**src/rtl/gate_timer_consts.svh**
```systemverilog
// Purpose: offsets, field positions, reset values and timing counts
// Assumes: 8-bit registers on a plain strobe port
// Notes: definitions only
`ifndef GATE_TIMER_CONSTS_SVH
`define GATE_TIMER_CONSTS_SVH

// register offsets
`define CTR_CTRL_OFS 8'h10
`define CMP_CTRL_OFS 8'h1c
`define CNT_LO_OFS 8'h20
`define CNT_HI_OFS 8'h21

// reset values and writable masks
`define CTR_CTRL_RST 8'h00
`define CMP_CTRL_RST 8'h02
`define CMP_CTRL_MASK 8'h1b

// counter_control fields
`define CC_ON 0
`define CC_CLK_SEL 1
`define CC_SYNC_N 2
`define CC_OSC_EN 3
`define CC_PS_LSB 4
`define CC_PS_MSB 5
`define CC_GATE_EN 6
`define CC_GATE_INV 7

// comparator_control_one fields
`define CM_SYNC 0
`define CM_GSS 1
`define CM_HYS 3
`define CM_ACS 4

// instruction clock is the oscillator divided by four
`define INSTR_DIV 4
`define INSTR_RISE_PH 2'h3
`define INSTR_FALL_PH 2'h1

`endif

```
**src/rtl/gate_timer_pkg.sv**
```systemverilog
// Purpose: shared types of the gated counter
// Assumes: nothing
// Notes: numbers live in gate_timer_consts.svh
package gate_timer_pkg;

  // where the counter clock comes from
  typedef enum logic [1:0] {
    SRC_INSTR,
    SRC_OSC,
    SRC_EXT
  } clk_src_t;

  // where the gate comes from
  typedef enum logic {
    GATE_FROM_CMP,
    GATE_FROM_PIN
  } gate_src_t;

endpackage

```
**src/rtl/prescale_divider.sv**
```systemverilog
// Purpose: divide a clock-source edge stream by 1, 2, 4 or 8
// Assumes: src_rise/src_fall are one-cycle enables of the source
// Notes: outputs are one-cycle enables for the prescaled clock edges
module prescale_divider #(
  parameter int PS_W = 2,
  parameter int CNT_W = 3
) (
  // clock and reset
  input wire logic clk,
  input wire logic rst,
  // source edges
  input wire logic src_rise,
  input wire logic src_fall,
  input wire logic clr,
  input wire logic [PS_W-1:0] ps_sel,
  // prescaled edges
  output logic out_rise,
  output logic out_fall
);

  logic [CNT_W-1:0] cnt_ff;
  logic [CNT_W-1:0] nxt_cnt;
  logic [CNT_W-1:0] last;
  logic [CNT_W-1:0] half;

  always_comb begin
    last = (CNT_W'(1) << ps_sel) - CNT_W'(1);
    half = last >> 1;
    nxt_cnt = cnt_ff;
    if (clr) begin
      nxt_cnt = '0;
    end else if (src_rise) begin
      nxt_cnt = (cnt_ff >= last) ? '0 : cnt_ff + CNT_W'(1);
    end
    // undivided: the source's own falling edge; else mid-period
    if (ps_sel == '0) begin
      out_rise = src_rise;
      out_fall = src_fall;
    end else begin
      out_rise = src_rise && (cnt_ff >= last) && !clr;
      out_fall = src_rise && (cnt_ff == half) && !clr;
    end
  end

  always_ff @(posedge clk) begin
    if (rst) begin
      cnt_ff <= '0;
    end else begin
      cnt_ff <= nxt_cnt;
    end
  end

endmodule // prescale_divider

```
**src/rtl/comparator_timer_gate.sv**
```systemverilog
// Purpose: gated 16-bit counter with comparator or pin gate source
// Assumes: clk is the oscillator clock; all inputs synchronous to clk
// Notes: clock edges of the counter source are one-cycle enables
`include "gate_timer_consts.svh"

module comparator_timer_gate
  import gate_timer_pkg::*;
#(
  parameter int AW = 8,
  parameter int CW = 16
) (
  // clock and reset
  input wire logic clk,
  input wire logic rst,
  // register port
  input wire logic [AW-1:0] addr,
  input wire logic [7:0] wdata,
  input wire logic wr_en,
  input wire logic rd_en,
  output logic [7:0] rdata,
  // analog comparator and pins
  input wire logic cmp_out,
  input wire logic gate_pin,
  input wire logic ext_clk_pin,
  // status
  output logic [CW-1:0] count_value,
  output logic count_wrap,
  output logic gate_open,
  output logic cmp_hysteresis_enable
);

  //////////////////////////////////////////////////////////////////////
  // registers

  logic [7:0] ctr_ctrl_ff;
  logic [7:0] nxt_ctr_ctrl;
  logic [7:0] cmp_ctrl_ff;
  logic [7:0] nxt_cmp_ctrl;
  logic [7:0] rdata_ff;
  logic [7:0] nxt_rdata;
  logic [CW-1:0] cnt_ff;
  logic [CW-1:0] nxt_cnt;
  logic wrap_ff;
  logic nxt_wrap;
  logic gate_open_ff;
  logic nxt_gate_open;

  logic wr_ctr;
  logic wr_cmp;
  logic wr_lo;
  logic wr_hi;

  always_comb begin
    wr_ctr = 1'b0;
    wr_cmp = 1'b0;
    wr_lo = 1'b0;
    wr_hi = 1'b0;
    if (addr == AW'(`CTR_CTRL_OFS)) begin
      wr_ctr = wr_en;
    end else if (addr == AW'(`CMP_CTRL_OFS)) begin
      wr_cmp = wr_en;
    end else if (addr == AW'(`CNT_LO_OFS)) begin
      wr_lo = wr_en;
    end else if (addr == AW'(`CNT_HI_OFS)) begin
      wr_hi = wr_en;
    end
  end

  always_comb begin
    nxt_ctr_ctrl = ctr_ctrl_ff;
    nxt_cmp_ctrl = cmp_ctrl_ff;
    if (wr_ctr) begin
      nxt_ctr_ctrl = wdata;
    end
    if (wr_cmp) begin
      nxt_cmp_ctrl = wdata & `CMP_CTRL_MASK;
    end
  end

  always_ff @(posedge clk) begin
    if (rst) begin
      ctr_ctrl_ff <= `CTR_CTRL_RST;
      cmp_ctrl_ff <= `CMP_CTRL_RST;
    end else begin
      ctr_ctrl_ff <= nxt_ctr_ctrl;
      cmp_ctrl_ff <= nxt_cmp_ctrl;
    end
  end

  // field views
  logic counter_on;
  logic gate_enable;
  logic gate_invert;
  logic [1:0] ps_sel;
  logic ext_clk_sel;
  logic cmp_output_sync;
  logic gate_source_select;
  logic alt_clock_select;

  always_comb begin
    counter_on = ctr_ctrl_ff[`CC_ON];
    gate_enable = ctr_ctrl_ff[`CC_GATE_EN];
    gate_invert = ctr_ctrl_ff[`CC_GATE_INV];
    ps_sel = ctr_ctrl_ff[`CC_PS_MSB:`CC_PS_LSB];
    ext_clk_sel = ctr_ctrl_ff[`CC_CLK_SEL];
    cmp_output_sync = cmp_ctrl_ff[`CM_SYNC];
    gate_source_select = cmp_ctrl_ff[`CM_GSS];
    alt_clock_select = cmp_ctrl_ff[`CM_ACS];
  end

  //////////////////////////////////////////////////////////////////////
  // read port: data one cycle after the strobe, unmapped reads zero

  always_comb begin
    nxt_rdata = 8'h00;
    if (rd_en) begin
      if (addr == AW'(`CTR_CTRL_OFS)) begin
        nxt_rdata = ctr_ctrl_ff;
      end else if (addr == AW'(`CMP_CTRL_OFS)) begin
        nxt_rdata = cmp_ctrl_ff & `CMP_CTRL_MASK;
      end else if (addr == AW'(`CNT_LO_OFS)) begin
        nxt_rdata = cnt_ff[7:0];
      end else if (addr == AW'(`CNT_HI_OFS)) begin
        nxt_rdata = cnt_ff[CW-1:8];
      end
    end
  end

  always_ff @(posedge clk) begin
    if (rst) begin
      rdata_ff <= 8'h00;
    end else begin
      rdata_ff <= nxt_rdata;
    end
  end

  //////////////////////////////////////////////////////////////////////
  // counter clock source

  logic [1:0] instr_ph_ff;
  logic [1:0] nxt_instr_ph;
  logic ext_prev_ff;
  logic nxt_ext_prev;
  clk_src_t src;
  logic src_rise;
  logic src_fall;

  always_comb begin
    nxt_instr_ph = instr_ph_ff + 2'h1;
    nxt_ext_prev = ext_clk_pin;
  end

  always_ff @(posedge clk) begin
    if (rst) begin
      instr_ph_ff <= 2'h0;
      ext_prev_ff <= 1'b0;
    end else begin
      instr_ph_ff <= nxt_instr_ph;
      ext_prev_ff <= nxt_ext_prev;
    end
  end

  always_comb begin
    if (ext_clk_sel) begin
      src = SRC_EXT;
    end else if (alt_clock_select) begin
      src = SRC_OSC;
    end else begin
      src = SRC_INSTR;
    end
    case (src)
      SRC_OSC: begin
        // one oscillator period per clk: both edges every cycle
        src_rise = 1'b1;
        src_fall = 1'b1;
      end
      SRC_EXT: begin
        src_rise = ext_clk_pin && !ext_prev_ff;
        src_fall = !ext_clk_pin && ext_prev_ff;
      end
      default: begin
        src_rise = (instr_ph_ff == `INSTR_RISE_PH);
        src_fall = (instr_ph_ff == `INSTR_FALL_PH);
      end
    endcase
  end

  //////////////////////////////////////////////////////////////////////
  // prescaler

  logic ps_rise;
  logic ps_fall;

  prescale_divider #(
    .PS_W(2),
    .CNT_W(3)
  ) u_prescale (
    .clk(clk),
    .rst(rst),
    .src_rise(src_rise),
    .src_fall(src_fall),
    .clr(wr_lo || wr_hi),
    .ps_sel(ps_sel),
    .out_rise(ps_rise),
    .out_fall(ps_fall)
  );

  //////////////////////////////////////////////////////////////////////
  // comparator synchronising latch

  logic cmp_latch_ff;
  logic nxt_cmp_latch;

  always_comb begin
    nxt_cmp_latch = cmp_latch_ff;
    if (ps_fall) begin
      nxt_cmp_latch = cmp_out;
    end
  end

  always_ff @(posedge clk) begin
    if (rst) begin
      cmp_latch_ff <= 1'b0;
    end else begin
      cmp_latch_ff <= nxt_cmp_latch;
    end
  end

  //////////////////////////////////////////////////////////////////////
  // gate selection

  gate_src_t gsrc;
  logic cmp_gate;
  logic gate_level;
  logic gate_ok;

  always_comb begin
    gsrc = gate_source_select ? GATE_FROM_PIN : GATE_FROM_CMP;
    // latched value when synchronised, live value otherwise
    cmp_gate = cmp_output_sync ? cmp_latch_ff : cmp_out;
    case (gsrc)
      GATE_FROM_PIN: gate_level = gate_pin;
      default: gate_level = cmp_gate;
    endcase
    // invert set: gate active high; clear: active low
    gate_ok = !gate_enable || (gate_level == gate_invert);
    nxt_gate_open = counter_on && gate_ok;
  end

  //////////////////////////////////////////////////////////////////////
  // gated counter

  always_comb begin
    nxt_cnt = cnt_ff;
    nxt_wrap = 1'b0;
    // increment only on the prescaled rising edge
    if (ps_rise && nxt_gate_open) begin
      nxt_cnt = cnt_ff + CW'(1);
      nxt_wrap = (cnt_ff == {CW{1'b1}});
    end
    // a software write wins over a simultaneous increment
    if (wr_lo) begin
      nxt_cnt = {cnt_ff[CW-1:8], wdata};
      nxt_wrap = 1'b0;
    end
    if (wr_hi) begin
      nxt_cnt = {wdata, cnt_ff[7:0]};
      nxt_wrap = 1'b0;
    end
  end

  always_ff @(posedge clk) begin
    if (rst) begin
      cnt_ff <= '0;
      wrap_ff <= 1'b0;
      gate_open_ff <= 1'b0;
    end else begin
      cnt_ff <= nxt_cnt;
      wrap_ff <= nxt_wrap;
      gate_open_ff <= nxt_gate_open;
    end
  end

  //////////////////////////////////////////////////////////////////////
  // outputs

  always_comb begin
    rdata = rdata_ff;
    count_value = cnt_ff;
    count_wrap = wrap_ff;
    gate_open = gate_open_ff;
    cmp_hysteresis_enable = cmp_ctrl_ff[`CM_HYS];
  end

endmodule // comparator_timer_gate

```
**config.mk**
```make
export PLATFORM = sky130hd
export DESIGN_NAME = comparator_timer_gate
export DESIGN_NICKNAME = d
export VERILOG_FILES = /design/src/rtl/gate_timer_pkg.sv /design/src/rtl/prescale_divider.sv /design/src/rtl/comparator_timer_gate.sv
export VERILOG_INCLUDE_DIRS = /design/src /design/src/rtl
export SDC_FILE = /design/constraint.sdc
export NUM_CORES = 1
export LEC_CHECK = 0
export ABC_CLOCK_PERIOD_IN_PS = 2200
export BUFFER_PORTS_ARGS = -buffer_cell sky130_fd_sc_hd__buf_2
export CAP_MARGIN = 30
export CORE_UTILIZATION = 25
export CTS_CLUSTER_DIAMETER = 50
export CTS_CLUSTER_SIZE = 8
export DETAILED_ROUTE_END_ITERATION = 8
export HOLD_SLACK_MARGIN = 0.06
export SETUP_SLACK_MARGIN = 0.4
export SLEW_MARGIN = 0
export SYNTH_ARGS = -nofsm -noshare
export SYNTH_HDL_FRONTEND = slang
export SYNTH_SLANG_ARGS = --single-unit
```
**constraint.sdc**
```tcl
create_clock -name clk -period 2.2 [get_ports clk]
set_input_delay 0.33 -clock clk [delete_from_list [all_inputs] [get_ports clk]]
set_output_delay 0.33 -clock clk [all_outputs]
set_load 0.01 [all_outputs]
```
# --- After elaboration in Yosys (flattened, before gate mapping) ---
# Index checks and enable logic that the tools add are counted.
op_classes:
  n_addsub: 4
  multipliers: 0
  div: 0
  n_lt_le_gt_ge: 1
  n_eq_ne: 12
  shift: 1
  n_mux: 27
  bitwise_logic: 3
  reduce_logical: 22
ops:
  columns: ["cell", "count"]
  rows:
  - ["16-bit 2-to-1 mux", 3]
  - ["8-bit 2-to-1 mux", 4]
  - ["16-bit by 1-bit adder with 16-bit output, second input constant", 1]
  - ["16-bit equality test, second input constant", 1]
  - ["8-bit by 5-bit equality test with 1-bit output, second input constant", 2]
  - ["8-bit by 6-bit equality test with 1-bit output, second input constant", 2]
  - ["1-bit 2-to-1 mux", 16]
  - ["1-bit logical AND", 8]
  - ["2-bit by 1-bit equality test with 1-bit output, second input constant", 2]
  - ["2-bit equality test, second input constant", 2]
  - ["1-bit zero test", 4]
  - ["1-bit one-hot mux with 2 select lines", 2]
  - ["2-bit AND reduction", 2]
  - ["2-bit nonzero test", 2]
  - ["2-bit OR reduction", 2]
  - ["4-bit OR reduction", 1]
  - ["3-bit by 1-bit adder with 3-bit output, second input constant", 1]
  - ["3-bit by 2-bit equality test with 1-bit output", 1]
  - ["3-bit greater-or-equal comparator", 1]
  - ["3-bit 2-to-1 mux", 1]
  - ["1-bit inverter", 3]
  - ["1-bit by 2-bit left shift with 3-bit output, first input constant", 1]
  - ["3-bit by 2-bit subtractor with 3-bit output, second input constant", 1]
  - ["2-bit by 1-bit adder with 2-bit output, second input constant", 1]
  - ["5 further kinds", 6]
word_totals:
  ff_bits: 45
  latchBits: 0
  ramBits: 0
  romBits: 0
  input_bits: 23
  output_inout_bits: 27
  wordCells: 81
  mem_count: 0

# --- Longest topological paths before layout ---
logic_depth:
  depth_word: 13
  mapped_depth: 10
  mapped_depth_nobuf: 9

# --- Modules after synthesis ---
# Synthesis repeated with hierarchy kept, for this count alone.
hier_totals:
  hier_cells: 285
  hier_area_um2: 2518.7
by_module_without_submodules:
  columns: ["module", "instances", "cells_per_inst", "area_each_um2", "seq_area_each_um2"]
  rows:
  - ["comparator_timer_gate", 1, 251, 2230.9, 840.8]
  - ["prescale_divider", 1, 34, 287.8, 60.1]

# --- Least setup slack after synthesis ---
# Ideal clock, no wire load.
synth_timing:
  kind: "reg2reg"
  start: "register ctr_ctrl_ff[5]"
  end: "register cnt_ff[14], in the netlist count_value[14]"
  setup_time_ps: 91
  t_arrival_ps: 2302
  required_time_ps: 2109
  setup_slack_ps: -193
  path_stages_with_launch: 11
  path_buffers: 1
  synth_period_minus_slack_ps: 2393
  cell_sequence: "dfxtp_1 -> nor2_1 -> inv_1 -> ha_1 -> nor2b_1 -> o21ai_1 -> a21oi_1 -> or3_1 -> buf_2 -> or3_1 -> a311oi_1"
synth_between:
  elab_chain_cells: 9
  elab_cells_between_ends: 10
  cone_classes: "1 x add/sub; 1 x order compare; 1 x shift; 1 x mux; 6 x reduce/logical"
synth_rtl:
  columns: ["item", "line", "source"]
  rows:
  - ["start: declaration", "comparator_timer_gate.sv:35", "logic [7:0] ctr_ctrl_ff;"]
  - ["start signal: assignment", "comparator_timer_gate.sv:82", "ctr_ctrl_ff <= `CTR_CTRL_RST;"]
  - ["start signal: assignment", "comparator_timer_gate.sv:85", "ctr_ctrl_ff <= nxt_ctr_ctrl;"]
  - ["1-bit by 2-bit left shift with 3-bit output", "prescale_divider.sv:27", "last = (CNT_W'(1) << ps_sel) - CNT_W'(1);"]
  - ["3-bit by 2-bit subtractor with 3-bit output", "prescale_divider.sv:27", null]
  - ["3-bit greater-or-equal comparator", "prescale_divider.sv:40", "out_rise = src_rise && (cnt_ff >= last) && !clr;"]
  - ["1-bit logical AND (2 in a row)", "prescale_divider.sv:40", null]
  - ["1-bit 2-to-1 mux *", "prescale_divider.sv:36", "if (ps_sel == '0) begin"]
  - ["1-bit logical AND *", "comparator_timer_gate.sv:257", "if (ps_rise && nxt_gate_open) begin"]
  - ["2-bit nonzero test (no source line) *", null, null]
  - ["2-bit AND reduction (no source line) *", null, null]
  - ["end signal: assignment", "comparator_timer_gate.sv:278", "cnt_ff <= nxt_cnt;"]
  - ["end: declaration", "comparator_timer_gate.sv:41", "logic [CW-1:0] cnt_ff;"]
# Every way passes the cells marked *; elsewhere a longest branch is shown, timed or not.
# A chain may end at the register's enable or synchronous reset.

# --- Worst setup path after layout ---
layout_timing:
  start: "register ctr_ctrl_ff[4]"
  end: "register cnt_ff[7], in the netlist count_value[7]"
# The elaborated chain is that of the path after synthesis.

==> results.md <==
Status:
- The run finished with clean final reports.

STA:
- Summed over all failing endpoints, the final setup total negative slack is 0 ns.
- The final critical path takes up 98.3% of the cycle.
- The max-slew violation count came to 0.
- The tightest slew margin relative to the limit is 53.2%.
- For the pin with the worst max-slew slack, the measured transition is 0.701 ns.
- The clock arrives with 0.0151 ns of skew.
- The final count of hold timing violations is 0.
- The minimum clock period after layout is 2.16 ns.
- Setup repair after global routing could not meet its margin everywhere.
- The worst path meets setup with 0.0378 ns of slack.
- The highest clock frequency the design can meet is 463 MHz.
- Setup violations remaining at the end of the flow were counted as 0.

Finish:
- The most common library cell in the layout ignoring fill and taps is sky130_fd_sc_hd__buf_2.
- The count of antenna diodes in the layout is 0.
- The library cells used most frequently in the layout, excluding fill and tap cells, are sky130_fd_sc_hd__buf_2, sky130_fd_sc_hd__dfxtp_1, sky130_fd_sc_hd__buf_4.
- The final net count is 403.
- The final standard cell count with taps included and fillers excluded is 503.
- Of the cells placed in the final design, the portion with a size suffix greater than 1 is 35.0%.
- The signed area change from the synthesized netlist to the final layout is 39.3%.

GRT:
- The layer carrying the most global-route usage is met2.
- The met1 demand-to-capacity share in global routing is 22.1%.
- The global-route met3 utilization is under 10%.
- Global routing used 16.2% of the available tracks.
- The number of global-route vias before repair is approximately 2.5k.
- The global-route wire length before repair is 12.8 mm.
- After global routing the overflow that remains totals 0.
- Global routing used 26.1% of the available met2 tracks.
- The pin count of the biggest net entering global routing is 35.
- The number of antenna violations at the first check in global routing is 0.

Setup path:
- The kind of critical path is reg -> reg.
- Data arrives at the worst endpoint at 2.36 ns.
- The worst setup path is captured at a flip-flop.
- The worst setup path is launched from a flip-flop.
- The endpoint required time on the critical path is 2.40 ns.
- Along the worst path, the maximum fanout reaches 5.
- For flop-to-flop paths, the worst setup slack is 0.04 ns.

Place:
- The routability congestion estimate from global placement is 0.840.
- In this run the tool buffered the top-level ports with 49 buffer cells.
- The post-placement worst setup slack is -0.0253 ns.
- The detailed placer's ending HPWL is roughly 6 mm.
- The placed instance count is roughly 480.

Clock network:
- The tree built by TritonCTS fans out to 45 sinks.
- The library cell used as clock root buffer is sky130_fd_sc_hd__clkbuf_8.
- The CTS tree is done.
- The number of H-tree levels is 2.
- The register clock-pin slew on the reported worst setup and hold paths is 0.09 ns.
- The number of clock buffers added by TritonCTS is 5.
- The clock reaches the later pin of the worst-skew pair after 0.31 ns.
- The maximum root-to-sink buffer count is 2.
- The number of hold buffers added after CTS was 0.

Logic synthesis:
- The number of flops mapped to enable cells by yosys is 0.
- The number of different library cells in the post-synthesis netlist is 55.
- The gate count after technology mapping is a little under 300.
- A synthesized cell averages approximately 8.2 um2.
- The number of warnings reported in the yosys synthesis log is 0.
- The total standard cell area after synthesis is 0.00243 mm2.
- The register area share after synthesis is 37.1%.
- After synthesis, the share of flip-flops with an asynchronous set or reset is 0%.
- The post-synth net total is 325.
- The synthesized design contains 45 register bits.
- For this run, the leading register cell type out of synthesis is sky130_fd_sc_hd__dfxtp_1.

Min path:
- The type of the worst min-delay path is in -> reg.

Power and ir drop:
- The worst-case vdd ir drop is 0.000265 V.
- Power spread over the standard cell area amounts to 451 mW/mm2.
- The leakage component of the power is around 1.3 nW.

Drt:
- Summed over all layers, the routed wires come to 7.98 mm.
- In the final routed layout, each cell accounts on average for 15.9 um.
- The number of remaining DRC errors is 0.
- The post-route antenna net violation count is 0.
- The average vias per placed instance is 5.14.
- The number of DRC markers after the initial detailed-route iteration is 209.
- The length of the first detailed-routing pass in iterations is 5.
- Summing over every cut layer, the via total after detailed routing is 2583.

Floorplan:
- The overall die height is 101 um.
- The core region is 0.00933 mm2.
- The floorplan has 35 rows.
- The horizontal die dimension is 101 um.
- The boundary pin count is 50.
- The die covers 0.0101 mm2.
- For this configuration, the core starts out at a cell density of 26.0%.

Flow run:
- Across the run, the number of max-cap violations was 0.
-- per-layer routing --
layer	wire (um)	share of wire, %
met5	0	0
met4	97	1.2
met3	467	5.9
met2	3810	48
met1	3600	45
-- path summary, 6_finish.rpt --
check / startpoint / end / cells after the start
max: ctr_ctrl_ff[4] / count_value[7] / 9
min: ext_clk_pin / ext_prev_ff / 2
max reg2reg: ctr_ctrl_ff[4] / count_value[7] / 9
min reg2reg: instr_ph_ff[0] / instr_ph_ff[0] / 1
-- synth_stat cells, types with 2 or more instances --
master	number	share of area [%]
sky130_fd_sc_hd__dfxtp_1	45	37
sky130_fd_sc_hd__a222oi_1	4	1.6
sky130_fd_sc_hd__and3_1	7	1.8
sky130_fd_sc_hd__a21oi_1	25	5.2
sky130_fd_sc_hd__nand4b_1	2	0.72
sky130_fd_sc_hd__o21ai_0	8	1.6
sky130_fd_sc_hd__nor4_1	2	0.52
sky130_fd_sc_hd__o31ai_1	7	2.2
sky130_fd_sc_hd__a22oi_1	5	1.5
sky130_fd_sc_hd__or3_1	7	1.8
sky130_fd_sc_hd__nor4b_1	2	0.72
sky130_fd_sc_hd__mux2i_1	9	3.7
sky130_fd_sc_hd__xor2_1	4	1.4
sky130_fd_sc_hd__inv_1	6	0.93
sky130_fd_sc_hd__xnor2_1	2	0.72
sky130_fd_sc_hd__nor2b_1	4	1.0
sky130_fd_sc_hd__nand2_1	34	5.3
sky130_fd_sc_hd__nor3_1	2	0.41
sky130_fd_sc_hd__nand3b_1	2	0.62
sky130_fd_sc_hd__nor2_1	28	4.3
sky130_fd_sc_hd__and2_1	2	0.52
sky130_fd_sc_hd__nand3_1	22	4.5
sky130_fd_sc_hd__a211oi_1	3	0.93
sky130_fd_sc_hd__clkbuf_1	10	1.5
sky130_fd_sc_hd__buf_1	2	0.31
sky130_fd_sc_hd__nand2b_1	4	1.0
sky130_fd_sc_hd__buf_2	4	0.82
sky130_fd_sc_hd__a32o_1	6	2.5
sky130_fd_sc_hd__o41ai_1	2	0.72
sky130_fd_sc_hd__ha_1	7	3.6
sky130_fd_sc_hd__a31oi_1	3	0.77
sky130_fd_sc_hd__nand4_1	2	0.52
-- worst max-delay path: stages, from the launching register on --
cell and delay [ns]:
sky130_fd_sc_hd__dfxtp_4 0.38, sky130_fd_sc_hd__nor2_4 0.11, sky130_fd_sc_hd__inv_2 0.05, sky130_fd_sc_hd__ha_4 0.27, sky130_fd_sc_hd__nor2b_4 0.04, sky130_fd_sc_hd__o21ai_2 0.14
sky130_fd_sc_hd__a21oi_2 0.09, sky130_fd_sc_hd__or3_4 0.42, sky130_fd_sc_hd__or3_1 0.32, sky130_fd_sc_hd__a32o_1 0.22
-- power by group --
part	internal (mW)	switching [mW]
Sequential	0.818	0.00375
Combinational	0.0376	0.0651
Clock	0.291	0.310
Total	1.15	0.378
-- flip-flops by register name, summed over array words and instances (netlist names) --
| name | flops |
|---|---|
| gate_open | 1 |
| cmp_ctrl_ff | 4 |
| ctr_ctrl_ff | 8 |
| instr_ph_ff | 2 |
| count_wrap | 1 |
| u_prescale.cnt_ff | 3 |
| ext_prev_ff | 1 |
| rdata | 8 |
| count_value | 16 |
| cmp_latch_ff | 1 |
-- cell families (layout without fill, tap and decap cells) --
kind of cell | Yosys count | count (layout) | share of synthesized area [%]
compound gates | 74 | 74 | 21.0
xor+xnor | 6 | 6 | 2.16
fa+ha+maj | 7 | 7 | 3.61
buf+inv | 23 | 102 | 3.92
flops | 45 | 45 | 37.1
mux | 9 | 9 | 3.71
simple gates | 131 | 131 | 28.5
-- through the flow --
step | area [um2] | hold slack [ns] | power [mW] | util [%]
final | 3380 | 0.267 | 1.52 | 36.2
after floorplan | 2540 | 0.421 | 0.890 | -
after global routing | 3380 | 0.269 | 1.57 | 36.2
after CTS | 3260 | 0.260 | 1.53 | 34.9
after detailed placement | 3060 | 0.441 | 0.941 | 32.8
after global placement | 3060 | 0.431 | 0.939 | 32.8
-- what timing repair did --
item,in CTS,in global routing
gates resized for setup,5,19
buffers inserted,8,4
pin swaps,7,7
hold endpoints to repair,0,0
setup endpoints to repair,17,19
-- cell type report --
cell class	count	area, um2
Fill cell	966	5950
Timing Repair Buffer	88	566
Multi-Input combinational cell	227	1620
Inverter	6	22.5
Clock inverter	1	8.76
Tap cell	129	161
Sequential cell	45	910
Clock buffer	7	96.3
Power figures use the tool's default switching activity.
